==> config.mk <==
export PLATFORM = sky130hd
export DESIGN_NAME = gpt_timer
export DESIGN_NICKNAME = d
export VERILOG_FILES = /design/src/hw/gpt_pkg.sv /design/src/hw/gpt_tick_gen.sv /design/src/hw/gpt_timer.sv
export VERILOG_INCLUDE_DIRS = /design/src /design/src/hw
export SDC_FILE = /design/constraint.sdc
export NUM_CORES = 1
export LEC_CHECK = 0
export ABC_AREA = 1
export BUFFER_PORTS_ARGS = -buffer_cell sky130_fd_sc_hd__buf_4
export CORE_UTILIZATION = 55
export DETAILED_ROUTE_END_ITERATION = 8
export MAX_ROUTING_LAYER = met4
export PLACE_DENSITY = 0.81
export SYNTH_ARGS = -nofsm -noshare
export SYNTH_HDL_FRONTEND = slang
export SYNTH_SLANG_ARGS = --single-unit
==> constraint.sdc <==
create_clock -name ref_clk_i -period 2.3 [get_ports ref_clk_i]
set_clock_uncertainty 0.2 [all_clocks]
set_input_delay 0.23 -clock ref_clk_i [delete_from_list [all_inputs] [get_ports ref_clk_i]]
set_output_delay 0.23 -clock ref_clk_i [all_outputs]
set_load 0.1 [all_outputs]
==> src/hw/gpt_params.svh <==
/*
 * Constants of the general purpose down timer: register offsets, field positions,
 * reset values and widths, as `define macros.
 * Assumes inclusion by bare name from the timer design files.
 */
`ifndef GPT_PARAMS_SVH
`define GPT_PARAMS_SVH

`define GPT_CNT_W          13
`define GPT_CODEC_W        12
`define GPT_CLK_PERIOD_NS  100
`define GPT_CLK_DIV        2

`define GPT_CTRL_OFF       12'h000
`define GPT_STAT_OFF       12'h004
`define GPT_CNTR_OFF       12'h008
`define GPT_CDIV_OFF       12'h00c

`define GPT_CTRL_CNT_LSB   0
`define GPT_CTRL_SRC_BIT   13
`define GPT_CTRL_RUN_BIT   14
`define GPT_CTRL_DIS_BIT   15
`define GPT_CTRL_ONE_BIT   16

`define GPT_STAT_EN_BIT    0
`define GPT_STAT_RUN_BIT   1
`define GPT_STAT_IRQ_BIT   2
`define GPT_STAT_PIN_BIT   3

`define GPT_CTRL_RST       32'h0000_0000
`define GPT_CDIV_RST       12'h001

`endif

==> src/hw/gpt_pkg.sv <==
/*
 * Types of the general purpose down timer: control fields and run state.
 * Assumes nothing beyond a SystemVerilog compiler.
 */
package gpt_pkg;

   typedef enum logic [1:0] {
      GPT_STOPPED    = 2'b00,
      GPT_CONTINUOUS = 2'b01,
      GPT_ONE_SHOT   = 2'b10
   } gpt_mode_e;

   typedef enum logic {
      GPT_SRC_CLK_DIV2 = 1'b0,
      GPT_SRC_CODEC    = 1'b1
   } gpt_src_e;

   typedef struct packed {
      logic        one_shot;
      logic        disable_req;
      logic        run;
      gpt_src_e    src;
      logic [12:0] count;
   } gpt_ctrl_s;

endpackage

==> src/hw/gpt_tick_gen.sv <==
/*
 * Tick source of the down timer: a divide-by-two of the system clock and a
 * 12-bit codec counter/timer model that divides the system clock by a programmed
 * period. Assumes a single synchronous clock and active-low synchronous reset.
 */
`timescale 1ns/100ps
`include "gpt_params.svh"

module gpt_tick_gen #(
   parameter int CODEC_W = `GPT_CODEC_W
) (
   input  wire logic               ref_clk_i,
   input  wire logic               rstn_i,
   input  wire gpt_pkg::gpt_src_e  src_i,
   input  wire logic [CODEC_W-1:0] codec_period_i,
   output logic                    tick_o
);

   logic               div2_q;
   logic [CODEC_W-1:0] codec_cnt_q;
   logic [CODEC_W-1:0] codec_cnt_d;
   logic               codec_wrap;

   // A period of zero is treated as one so the codec path never stalls for good.
   assign codec_wrap  = (codec_cnt_q == '0);
   assign codec_cnt_d = codec_wrap ? ((codec_period_i == '0) ? '0 : codec_period_i - 1'b1)
                                   : codec_cnt_q - 1'b1;
   assign tick_o      = (src_i == gpt_pkg::GPT_SRC_CODEC) ? codec_wrap : div2_q;

   always_ff @(posedge ref_clk_i) begin
      if (!rstn_i) begin
         div2_q      <= 1'b0;
         codec_cnt_q <= '0;
      end else begin
         div2_q      <= ~div2_q;
         codec_cnt_q <= codec_cnt_d;
      end
   end

endmodule

==> src/hw/gpt_timer.sv <==
/*
 * General purpose 13-bit down timer with an APB register slave, continuous and
 * one-shot modes, a one-way disable and a shared timer interrupt line.
 * Assumes a 10 MHz system clock, active-low synchronous reset, and that the
 * interrupt pin input already carries the pull-down resolved level.
 */
`timescale 1ns/100ps
`include "gpt_params.svh"

// Summary of operation
// - Timer comes out of every reset enabled.
// - Once disabled, enabling is ignored until the next reset.
// - The count is a thirteen-bit down-counter.
// - Continuous, one-shot and stopped states are supported.
// - In run mode each arrival at zero raises the timer interrupt.
// - Continuous mode reloads the programmed count at zero and keeps going.
// - One-shot handler clears control bit fourteen; counting then stops.
// - System clock over two gives count times two clock periods.
// - Codec source decrements once per codec period, 25-bit interval.
// - After reset the timer is enabled but stopped.
// - While enabled, the interrupt goes out on the timer interrupt vector.
// - The timer interrupt pin has an internal pull-down.
// - When disabled, the external pin alone drives the interrupt.
module gpt_timer #(
   parameter int CNT_W   = `GPT_CNT_W,
   parameter int CODEC_W = `GPT_CODEC_W
) (
   input  wire logic        ref_clk_i,
   input  wire logic        rstn_i,
   input  wire logic        psel,
   input  wire logic        penable,
   input  wire logic        pwrite,
   input  wire logic [11:0] paddr,
   input  wire logic [31:0] pwdata,
   output logic [31:0]      prdata,
   output logic             pready,
   output logic             pslverr,
   input  wire logic        timer_interrupt_line_i,
   output logic             timer_interrupt_line_o,
   output logic             timer_interrupt_line_oe,
   output logic             timer_pulldown_en_o,
   output logic             timer_irq_o,
   output logic             timer_enabled_o
);

   gpt_pkg::gpt_ctrl_s  ctrl_q;
   gpt_pkg::gpt_ctrl_s  ctrl_wr;
   gpt_pkg::gpt_mode_e  mode;
   logic [CNT_W-1:0]    cnt_q;
   logic [CNT_W-1:0]    cnt_d;
   logic [CODEC_W-1:0]  cdiv_q;
   logic                enabled_q;
   logic                irq_q;
   logic                zero_hit;
   logic                tick;
   logic                running;
   logic                wr_en;
   logic                rd_en;
   logic                sel_ctrl;
   logic                sel_stat;
   logic                sel_cntr;
   logic                sel_cdiv;
   logic                addr_ok;
   logic                load;
   logic [31:0]         rd_mux;

   function automatic logic addr_is(input logic [11:0] a, input logic [11:0] off);
      addr_is = (a == off);
   endfunction

   assign sel_ctrl = addr_is(paddr, `GPT_CTRL_OFF);
   assign sel_stat = addr_is(paddr, `GPT_STAT_OFF);
   assign sel_cntr = addr_is(paddr, `GPT_CNTR_OFF);
   assign sel_cdiv = addr_is(paddr, `GPT_CDIV_OFF);
   assign addr_ok  = sel_ctrl | sel_stat | sel_cntr | sel_cdiv;

   // Zero-wait slave: every access completes in its first access cycle.
   assign pready  = 1'b1;
   assign pslverr = psel & penable & ~addr_ok;
   assign wr_en   = psel & penable & pwrite & addr_ok;
   assign rd_en   = psel & penable & ~pwrite;

   assign ctrl_wr = gpt_pkg::gpt_ctrl_s'(pwdata[16:0]);
   assign load    = wr_en & sel_ctrl & enabled_q;

   assign mode = !ctrl_q.run ? gpt_pkg::GPT_STOPPED :
                 (ctrl_q.one_shot ? gpt_pkg::GPT_ONE_SHOT : gpt_pkg::GPT_CONTINUOUS);
   assign running  = enabled_q & (mode != gpt_pkg::GPT_STOPPED) & (ctrl_q.count != '0);
   assign zero_hit = running & tick & (cnt_q == {{(CNT_W-1){1'b0}}, 1'b1});

   // Count reaches zero on this tick; reload happens in the same step so the period is exact.
   always_comb begin
      cnt_d = cnt_q;
      if (load) begin
         cnt_d = ctrl_wr.count;
      end else if (running & tick) begin
         if (zero_hit) begin
            cnt_d = ctrl_q.count;
         end else begin
            cnt_d = cnt_q - 1'b1;
         end
      end
   end

   gpt_tick_gen #(
      .CODEC_W (CODEC_W)
   ) u_tick (
      .ref_clk_i      (ref_clk_i),
      .rstn_i         (rstn_i),
      .src_i          (ctrl_q.src),
      .codec_period_i (cdiv_q),
      .tick_o         (tick)
   );

   always_ff @(posedge ref_clk_i) begin
      if (!rstn_i) begin
         enabled_q <= 1'b1;
         ctrl_q    <= gpt_pkg::gpt_ctrl_s'(`GPT_CTRL_RST);
         cnt_q     <= '0;
         cdiv_q    <= `GPT_CDIV_RST;
         irq_q     <= 1'b0;
      end else begin
         cnt_q <= cnt_d;
         if (wr_en & sel_cdiv) begin
            cdiv_q <= pwdata[CODEC_W-1:0];
         end
         if (load) begin
            ctrl_q <= ctrl_wr;
            if (ctrl_wr.disable_req) begin
               enabled_q <= 1'b0;
            end
         end
         // One-shot: after zero the counter keeps reloading until software clears run.
         irq_q <= zero_hit;
      end
   end

   // The timer only ever drives the line high; released when disabled.
   assign timer_interrupt_line_o  = irq_q;
   assign timer_interrupt_line_oe = enabled_q & irq_q;
   assign timer_pulldown_en_o     = 1'b1;
   assign timer_irq_o = enabled_q ? irq_q : timer_interrupt_line_i;
   assign timer_enabled_o = enabled_q;

   always_comb begin
      rd_mux = 32'h0000_0000;
      if (sel_ctrl) begin
         rd_mux[16:0] = ctrl_q;
      end else if (sel_stat) begin
         rd_mux[`GPT_STAT_EN_BIT]  = enabled_q;
         rd_mux[`GPT_STAT_RUN_BIT] = running;
         rd_mux[`GPT_STAT_IRQ_BIT] = irq_q;
         rd_mux[`GPT_STAT_PIN_BIT] = timer_interrupt_line_i;
      end else if (sel_cntr) begin
         rd_mux[CNT_W-1:0] = cnt_q;
      end else if (sel_cdiv) begin
         rd_mux[CODEC_W-1:0] = cdiv_q;
      end
   end

   assign prdata = rd_en ? rd_mux : 32'h0000_0000;

endmodule

==> metrics.txt, run 1 <==
most common cell after layout, fill and taps aside=sky130_fd_sc_hd__nand2_1; PnR worst setup slack=between 80 and 90 ps; final-report max-slew violation count=0; final-report hold violation count=0; Final setup viols=0; commonest cells after routing, fill and taps aside=sky130_fd_sc_hd__nand2_1 (137), sky130_fd_sc_hd__inv_1 (98), sky130_fd_sc_hd__nor2_1 (83); number of core rows=30; Total GRT Usage=between 30% and 40%; layout cell share with drive strength beyond 1=16.2%; antenna fix cells=0; distinct cell type count of the synthesized netlist=37; die outline height=86.4 microns; hold crit path type=input pin to register; clock tree from TritonCTS=built; launching element type of the critical path=register; multi-input combinational cell area=about 2300 sq um; DRC viols=0; initial core utilization=roughly 57%; cell depth of the worst flop-to-flop path=10; synthesized netlist cell count=about 620; Filler cells=around 600; placed wire-length estimate=about 8.2 mm; maximum operating frequency=451 MHz; DRT iter0 DRCs=290; floorplan die width=a little under 90 microns; Tcrit/Tclk final=between 90% and 100%; count of placed standard cells in the final layout, fillers left out=just under 800; post-synthesis async set-or-reset flop share=0%; cell taking the most area after synthesis=sky130_fd_sc_hd__dfxtp_1; floorplan die area=about 7500 sq um; quantity of I/O buffers inserted on ports=56; flop2flop setup slack=roughly 250 ps; type of element capturing the critical path=output port; pre-CTS WS=128 ps; core region area=about 7000 sq um; VDD IR-drop max=approximately 0.34 mV; antenna violations before repair=0; top-area cell type share of the netlist area=29.1%; DP Cell Count=764; Post-Syn Area=3920 sq um; sequential fraction of the synthesis area=29.1%; detailed-route via count=4193; number of warnings printed during yosys synthesis=0; buffers inserted by post-CTS timing repair=0; number of global-route vias before repair=just under 4000; CP Class=register to output port; endpoint of the most critical register-to-register path=cnt_q[6]; number of primary I/O pins=89; weighted congestion at the end of routability-driven global placement=about 1.0; RSZ-0062 raised after global routing=false; largest fanout of any net on the critical path=3; Routed WL per cell=between 10 and 15 microns; origin of the worst min-delay path=pwdata[3]; CTS Root Cell=sky130_fd_sc_hd__clkbuf_8; power per cell area=about 650 nW/um^2; run status=complete, no violations; GRT Residual Overflow=0; RR Startpoint=u_tick.codec_cnt_q[0]; drt pass-1 iters=5; Max-cap violations=0; Synth Flop Type=sky130_fd_sc_hd__dfxtp_1; WP data required=about 1900 ps; post-synthesis sequential element count=57; number of buffers inserted during clock tree synthesis=9; first-pass GRT wire length=between 15 and 20 mm; largest net degree at the start of global routing=25; Tmin final=2220 ps; clock sink count=57; number of nets in the layout=~750; worst hold stages=3; worst min-delay path endpoint=ctrl_q[3]; Static Leak=2.37 nW; total wire length=10.7 mm; clock transition at the registers of the reported paths=70 ps; arrival time worst endpoint=1790 ps; minimum hold slack=15.7 ps; number of enable flip-flop cells after synthesis=0; synthesis-to-finish area growth=20.7%; routed via count divided by cell count=between 5 and 6; area taken by flip-flops and latches=roughly 1100 sq um; Avg Cell Area, Syn=about 6.3 sq um; top area cells in the synthesized netlist=sky130_fd_sc_hd__dfxtp_1 (29%), sky130_fd_sc_hd__nand2_1 (13%), sky130_fd_sc_hd__inv_1 (9.4%); antenna-violating nets left=0; CTS H-tree depth=3; source-to-sink clock delay at the later pin of the worst-skew pair=between 300 and 400 ps; power consumption=just over 3 mW; deepest clock path buffer count=2
## repair_timing
action	in CTS	in global routing
hold buffers	12	0
resized for setup	0	5
endpoints found under the hold margin	13	0
endpoints found under the setup margin	0	4
## worst max-delay path, cell delays in order, from the launching register on
cell                       delay [ps]
sky130_fd_sc_hd__dfxtp_1          420
sky130_fd_sc_hd__nor2_1            70
sky130_fd_sc_hd__nand2_1           60
sky130_fd_sc_hd__nor2_1            60
sky130_fd_sc_hd__a21oi_1          240
sky130_fd_sc_hd__o211ai_1         180
sky130_fd_sc_hd__a21oi_4          170
sky130_fd_sc_hd__buf_6            240
## layer usage
layer  up-vias  routed length (microns)  share of wire, %  GRT usage, %
li1       2059                        -                 -             -
met5         -                        0                 0             -
met2       160                     5350                50          53.8
met3        36                      653               6.1          5.62
met4         0                      347               3.2          12.6
met1      1938                     4370                41          36.1
## cell type report
cell class / instances / area share [%]
inverters: 100 / 7.93
flip-flops and latches: 57 / 24.2
clock buffers: 13 / 3.15
well taps: 96 / 2.54
multi-input cells: 442 / 47.6
repair buffers: 81 / 13.8
clock inverters: 3 / 0.846
## cells by family (layout without fill, tap and decap cells)
group	count (synthesis)	count (layout)	synth area share, %
fa+ha+maj	6	6	1.91
buf+inv	137	197	15.8
compound gates	97	97	14.6
simple gates	299	299	33.3
other cells	2	17	0.192
flops	57	57	29.1
xor+xnor	23	23	5.14
## cells in the mapped netlist, drive strengths merged, types with 10 or more instances
| master | number |
|---|---|
| nand2 | 140 |
| inv | 99 |
| nor2 | 91 |
| dfxtp | 57 |
| a21oi | 46 |
| nand3 | 46 |
| buf | 27 |
| o21ai | 26 |
| xor2 | 20 |
| nor3 | 14 |
| clkbuf | 10 |
## sequential cells by signal (all words and copies together) (netlist names)
name	cells
u_tick.codec_cnt_q	12
cdiv_q	12
ctrl_q	17
timer_enabled_o	1
timer_interrupt_line_o	1
u_tick.div2_q	1
cnt_q	13
## per-stage QoR
| stage | utilization [%] | TNS, ps | instance area (sq um) |
|---|---|---|---|
| floorplan | - | -579 | 4010 |
| global placement | 64.5 | 0 | 4410 |
| detailed placement | 64.5 | 0 | 4410 |
| CTS | 69.0 | 0 | 4720 |
| global route | 69.3 | 0 | 4730 |
| finish | 69.3 | 0 | 4730 |
## how the worst max path moves through the flow
| stage | startpoint | end | slack (ps) | depth (start not counted) |
|---|---|---|---|---|
| 2_1_floorplan | paddr[0] | prdata[13] | -190 | 6 |
| 3_3_place_gp | paddr[11] | prdata[1] | 150 | 11 |
| 3_5_place_dp | paddr[7] | prdata[1] | 130 | 11 |
| 4_1_cts | ctrl_q[6] | prdata[1] | 60 | 7 |
| 5_1_grt | paddr[11] | prdata[3] | 10 | 11 |
| 6_report | ctrl_q[5] | prdata[1] | 80 | 7 |
## power breakdown
part	internal, mW	switching (mW)	leakage [nW]
logic	0.358	0.682	1.81
clock network	0.527	0.386	0.0974
registers	1.08	0.0653	0.462
total	1.96	1.13	2.37
Note: power is estimated with default switching activity, not from simulation.
==> run 2: changes to the inputs <==
- CORE_ASPECT_RATIO: unset -> 2
- CORE_UTILIZATION: 55 -> 45
- HOLD_SLACK_MARGIN: unset -> 0.03
- PLACE_DENSITY: 0.81 -> 0.68
==> run 2 against run 1 <==
Effect of this change: sequential power about the same; clock power up 45%; total power up 15%; cell count up 1.8%; core utilization down 10 points; highest routed layer unchanged.
==> metrics.txt, run 2 (synthesized netlist as in run 1, its figures left out) <==
run status=complete, no violations (unchanged); number of nets in the layout=759 (was 747); largest registers=ctrl_q x17, cnt_q x13 (unchanged); RSZ-0062 raised after global routing=false (unchanged); CP peak stage delay=370 ps (was 420 ps); antenna violations before repair=0 (unchanged); crit-path cells=nor2_1 -> nand2_1 -> nor2_1 -> a21oi_1 -> o211ai_1 -> a21oi_4 -> buf_8 (was nor2_1 -> nand2_1 -> nor2_1 -> a21oi_1 -> o211ai_1 -> a21oi_4 -> buf_6); die outline height=134 microns (was 86.4 microns); hold crit path type=input pin to register (unchanged); pre-CTS WS=85.5 ps (was 128 ps); Final setup viols=0 (unchanged); buffers inserted by post-CTS timing repair=0 (unchanged); cell depth of the worst flop-to-flop path=8 (was 10); Tcrit/Tclk final=96.4% (about the same); type of element capturing the critical path=output port (unchanged); number of global-route vias before repair=3951 (was 3923); Slew @ Worst Pin=around 540 ps; source-to-sink clock delay at the later pin of the worst-skew pair=330 ps (was 340 ps); VDD IR-drop max=0.472 mV (was 0.336 mV); floorplan die width=68.0 microns (was 86.4 microns); drt pass-1 iters=5 (unchanged); Static Leak=2.45 nW (was 2.37 nW); deepest clock path buffer count=2 (unchanged); clock sink count=57 (unchanged); CTS H-tree depth=3 (unchanged); initial core utilization=47.0% (was 57.4%); number of buffers inserted during clock tree synthesis=9 (unchanged); arrival time worst endpoint=1790 ps (about the same); floorplan die area=9110 sq um (was 7470 sq um); largest net degree at the start of global routing=31 (was 25); instance area after placement=4450 sq um (was 4410 sq um); origin of the worst min-delay path=rstn_i (was pwdata[3]); antenna-violating nets left=0 (unchanged); PnR worst setup slack=82.4 ps (was 83.5 ps); multi-input combinational cell area=2270 sq um (was 2250 sq um); weighted congestion at the end of routability-driven global placement=1.00 (was 1.01); WP data required=1870 ps (about the same); flip-flop count of the largest register after layout=17 (unchanged); DRC viols=0 (unchanged); Tmin final=2220 ps (about the same); Max-cap violations=0 (unchanged); routed via count divided by cell count=5.13 (was 5.29); commonest cells after routing, fill and taps aside=sky130_fd_sc_hd__nand2_1 (137), sky130_fd_sc_hd__inv_1 (97), sky130_fd_sc_hd__nor2_1 (82) (was sky130_fd_sc_hd__nand2_1 (137), sky130_fd_sc_hd__inv_1 (98), sky130_fd_sc_hd__nor2_1 (83)); slowest cell on the critical path=sky130_fd_sc_hd__dfxtp_1 (unchanged); design area=4950 sq um (was 4730 sq um); critical path's most frequent cell=sky130_fd_sc_hd__nor2_1 (unchanged); detailed-route via count=4131 (was 4193); worst min-delay path endpoint=cdiv_q[0] (was ctrl_q[3]); Total GRT Usage=28.3% (was 31.3%); Routed WL per cell=14.9 microns (was 13.5 microns); minimum hold slack=71.0 ps (was 15.7 ps); worst hold stages=2 (was 3); CTS Root Cell=sky130_fd_sc_hd__clkbuf_16 (was sky130_fd_sc_hd__clkbuf_8); total wire length=12.0 mm (was 10.7 mm); Critical Path Source=ctrl_q[6] (was ctrl_q[5]); setup TNS=0 ps (unchanged); most common cell after layout, fill and taps aside=sky130_fd_sc_hd__nand2_1 (unchanged); launching element type of the critical path=register (unchanged); synthesis-to-finish area growth=26.3% (was 20.7%); GRT Residual Overflow=0 (unchanged); antenna fix cells=0 (unchanged); area taken by flip-flops and latches=1140 sq um (unchanged); number of core rows=47 (was 30); normalized max-slew margin=approximately 64%; flop2flop setup slack=150 ps (was 250 ps); core region area=8350 sq um (was 6830 sq um); RR Startpoint=timer_enabled_o (was u_tick.codec_cnt_q[0]); final-report max-slew violation count=0 (unchanged); Filler cells=837 (was 583); maximum operating frequency=451 MHz (about the same); first-pass GRT wire length=18.4 mm (was 17.7 mm); largest fanout of any net on the critical path=4 (was 3); power per cell area=717 nW/um^2 (was 654 nW/um^2); layout cell share with drive strength beyond 1=17.2% (was 16.2%); Top reg by flops=ctrl_q (unchanged); clock transition at the registers of the reported paths=50 ps (was 70 ps); number of primary I/O pins=89 (unchanged); clock tree from TritonCTS=built (unchanged); endpoint of the most critical register-to-register path=timer_enabled_o (was cnt_q[6]); placed wire-length estimate=9.22 mm (was 8.22 mm); final-report hold violation count=0 (unchanged); quantity of I/O buffers inserted on ports=56 (unchanged); CP Class=register to output port (unchanged); DRT iter0 DRCs=182 (was 290)
[run 2: worst max-delay path by stage]
stage                                  to  depth (start not counted)
after CTS                 timer_enabled_o                          8
final                           prdata[1]                          7
after global placement          prdata[2]                         10
after detailed placement        prdata[2]                         10
after global routing      timer_enabled_o                          8
after floorplan                prdata[13]                          6
[run 2: area by class of cell]
type / instances / share of cell area, %
clock buffers: 13 / 5.05
multi-input cells: 443 / 45.8
repair buffers: 92 / 15.1
inverters: 100 / 7.66
flip-flops and latches: 57 / 23.1
well taps: 98 / 2.48
clock inverters: 3 / 0.808
[run 2: per-stage QoR]
step / std cells / power (mW) / utilization (%)
6_report: 806 / 3.55 / 59.3
5_1_grt: 806 / 3.74 / 59.3
2_1_floorplan: 636 / 1.98 / -
4_1_cts: 805 / 3.56 / 58.9
3_5_place_dp: 771 / 2.22 / 53.3
3_3_place_gp: 771 / 2.19 / 53.3
[run 2: per-layer routing]
metal / global-route usage [%] / up-vias / share of wire (%) / wire length (microns)
met1: 25.7 / 1878 / 35 / 4200
met5: - / - / 0 / 0
met3: 5.70 / 43 / 3.8 / 452
li1: - / 2098 / - / -
met4: 16.3 / 0 / 5.0 / 599
met2: 51.2 / 112 / 56 / 6730
[run 2: worst max-delay path, delay by kind of cell (launching register included)]
kind,cells,cell delay (ps)
AO/OA/AOI/OAI,3,590
buffers and inverters,1,220
flip-flops,1,370
AND/OR/NAND/NOR,3,270
[run 2: what timing repair did]
action / in CTS / in global routing
hold endpoints to repair: 27 / 0
setup endpoints to repair: 0 / 13
gates resized for setup: 0 / 7
hold buffers: 18 / 0
[run 2: power breakdown]
part           internal [mW]  leakage [nW]  switching (mW)
Sequential              1.08         0.462          0.0679
Combinational          0.363          1.84           0.721
Clock                  0.864         0.144           0.456
Total                   2.30          2.45            1.25
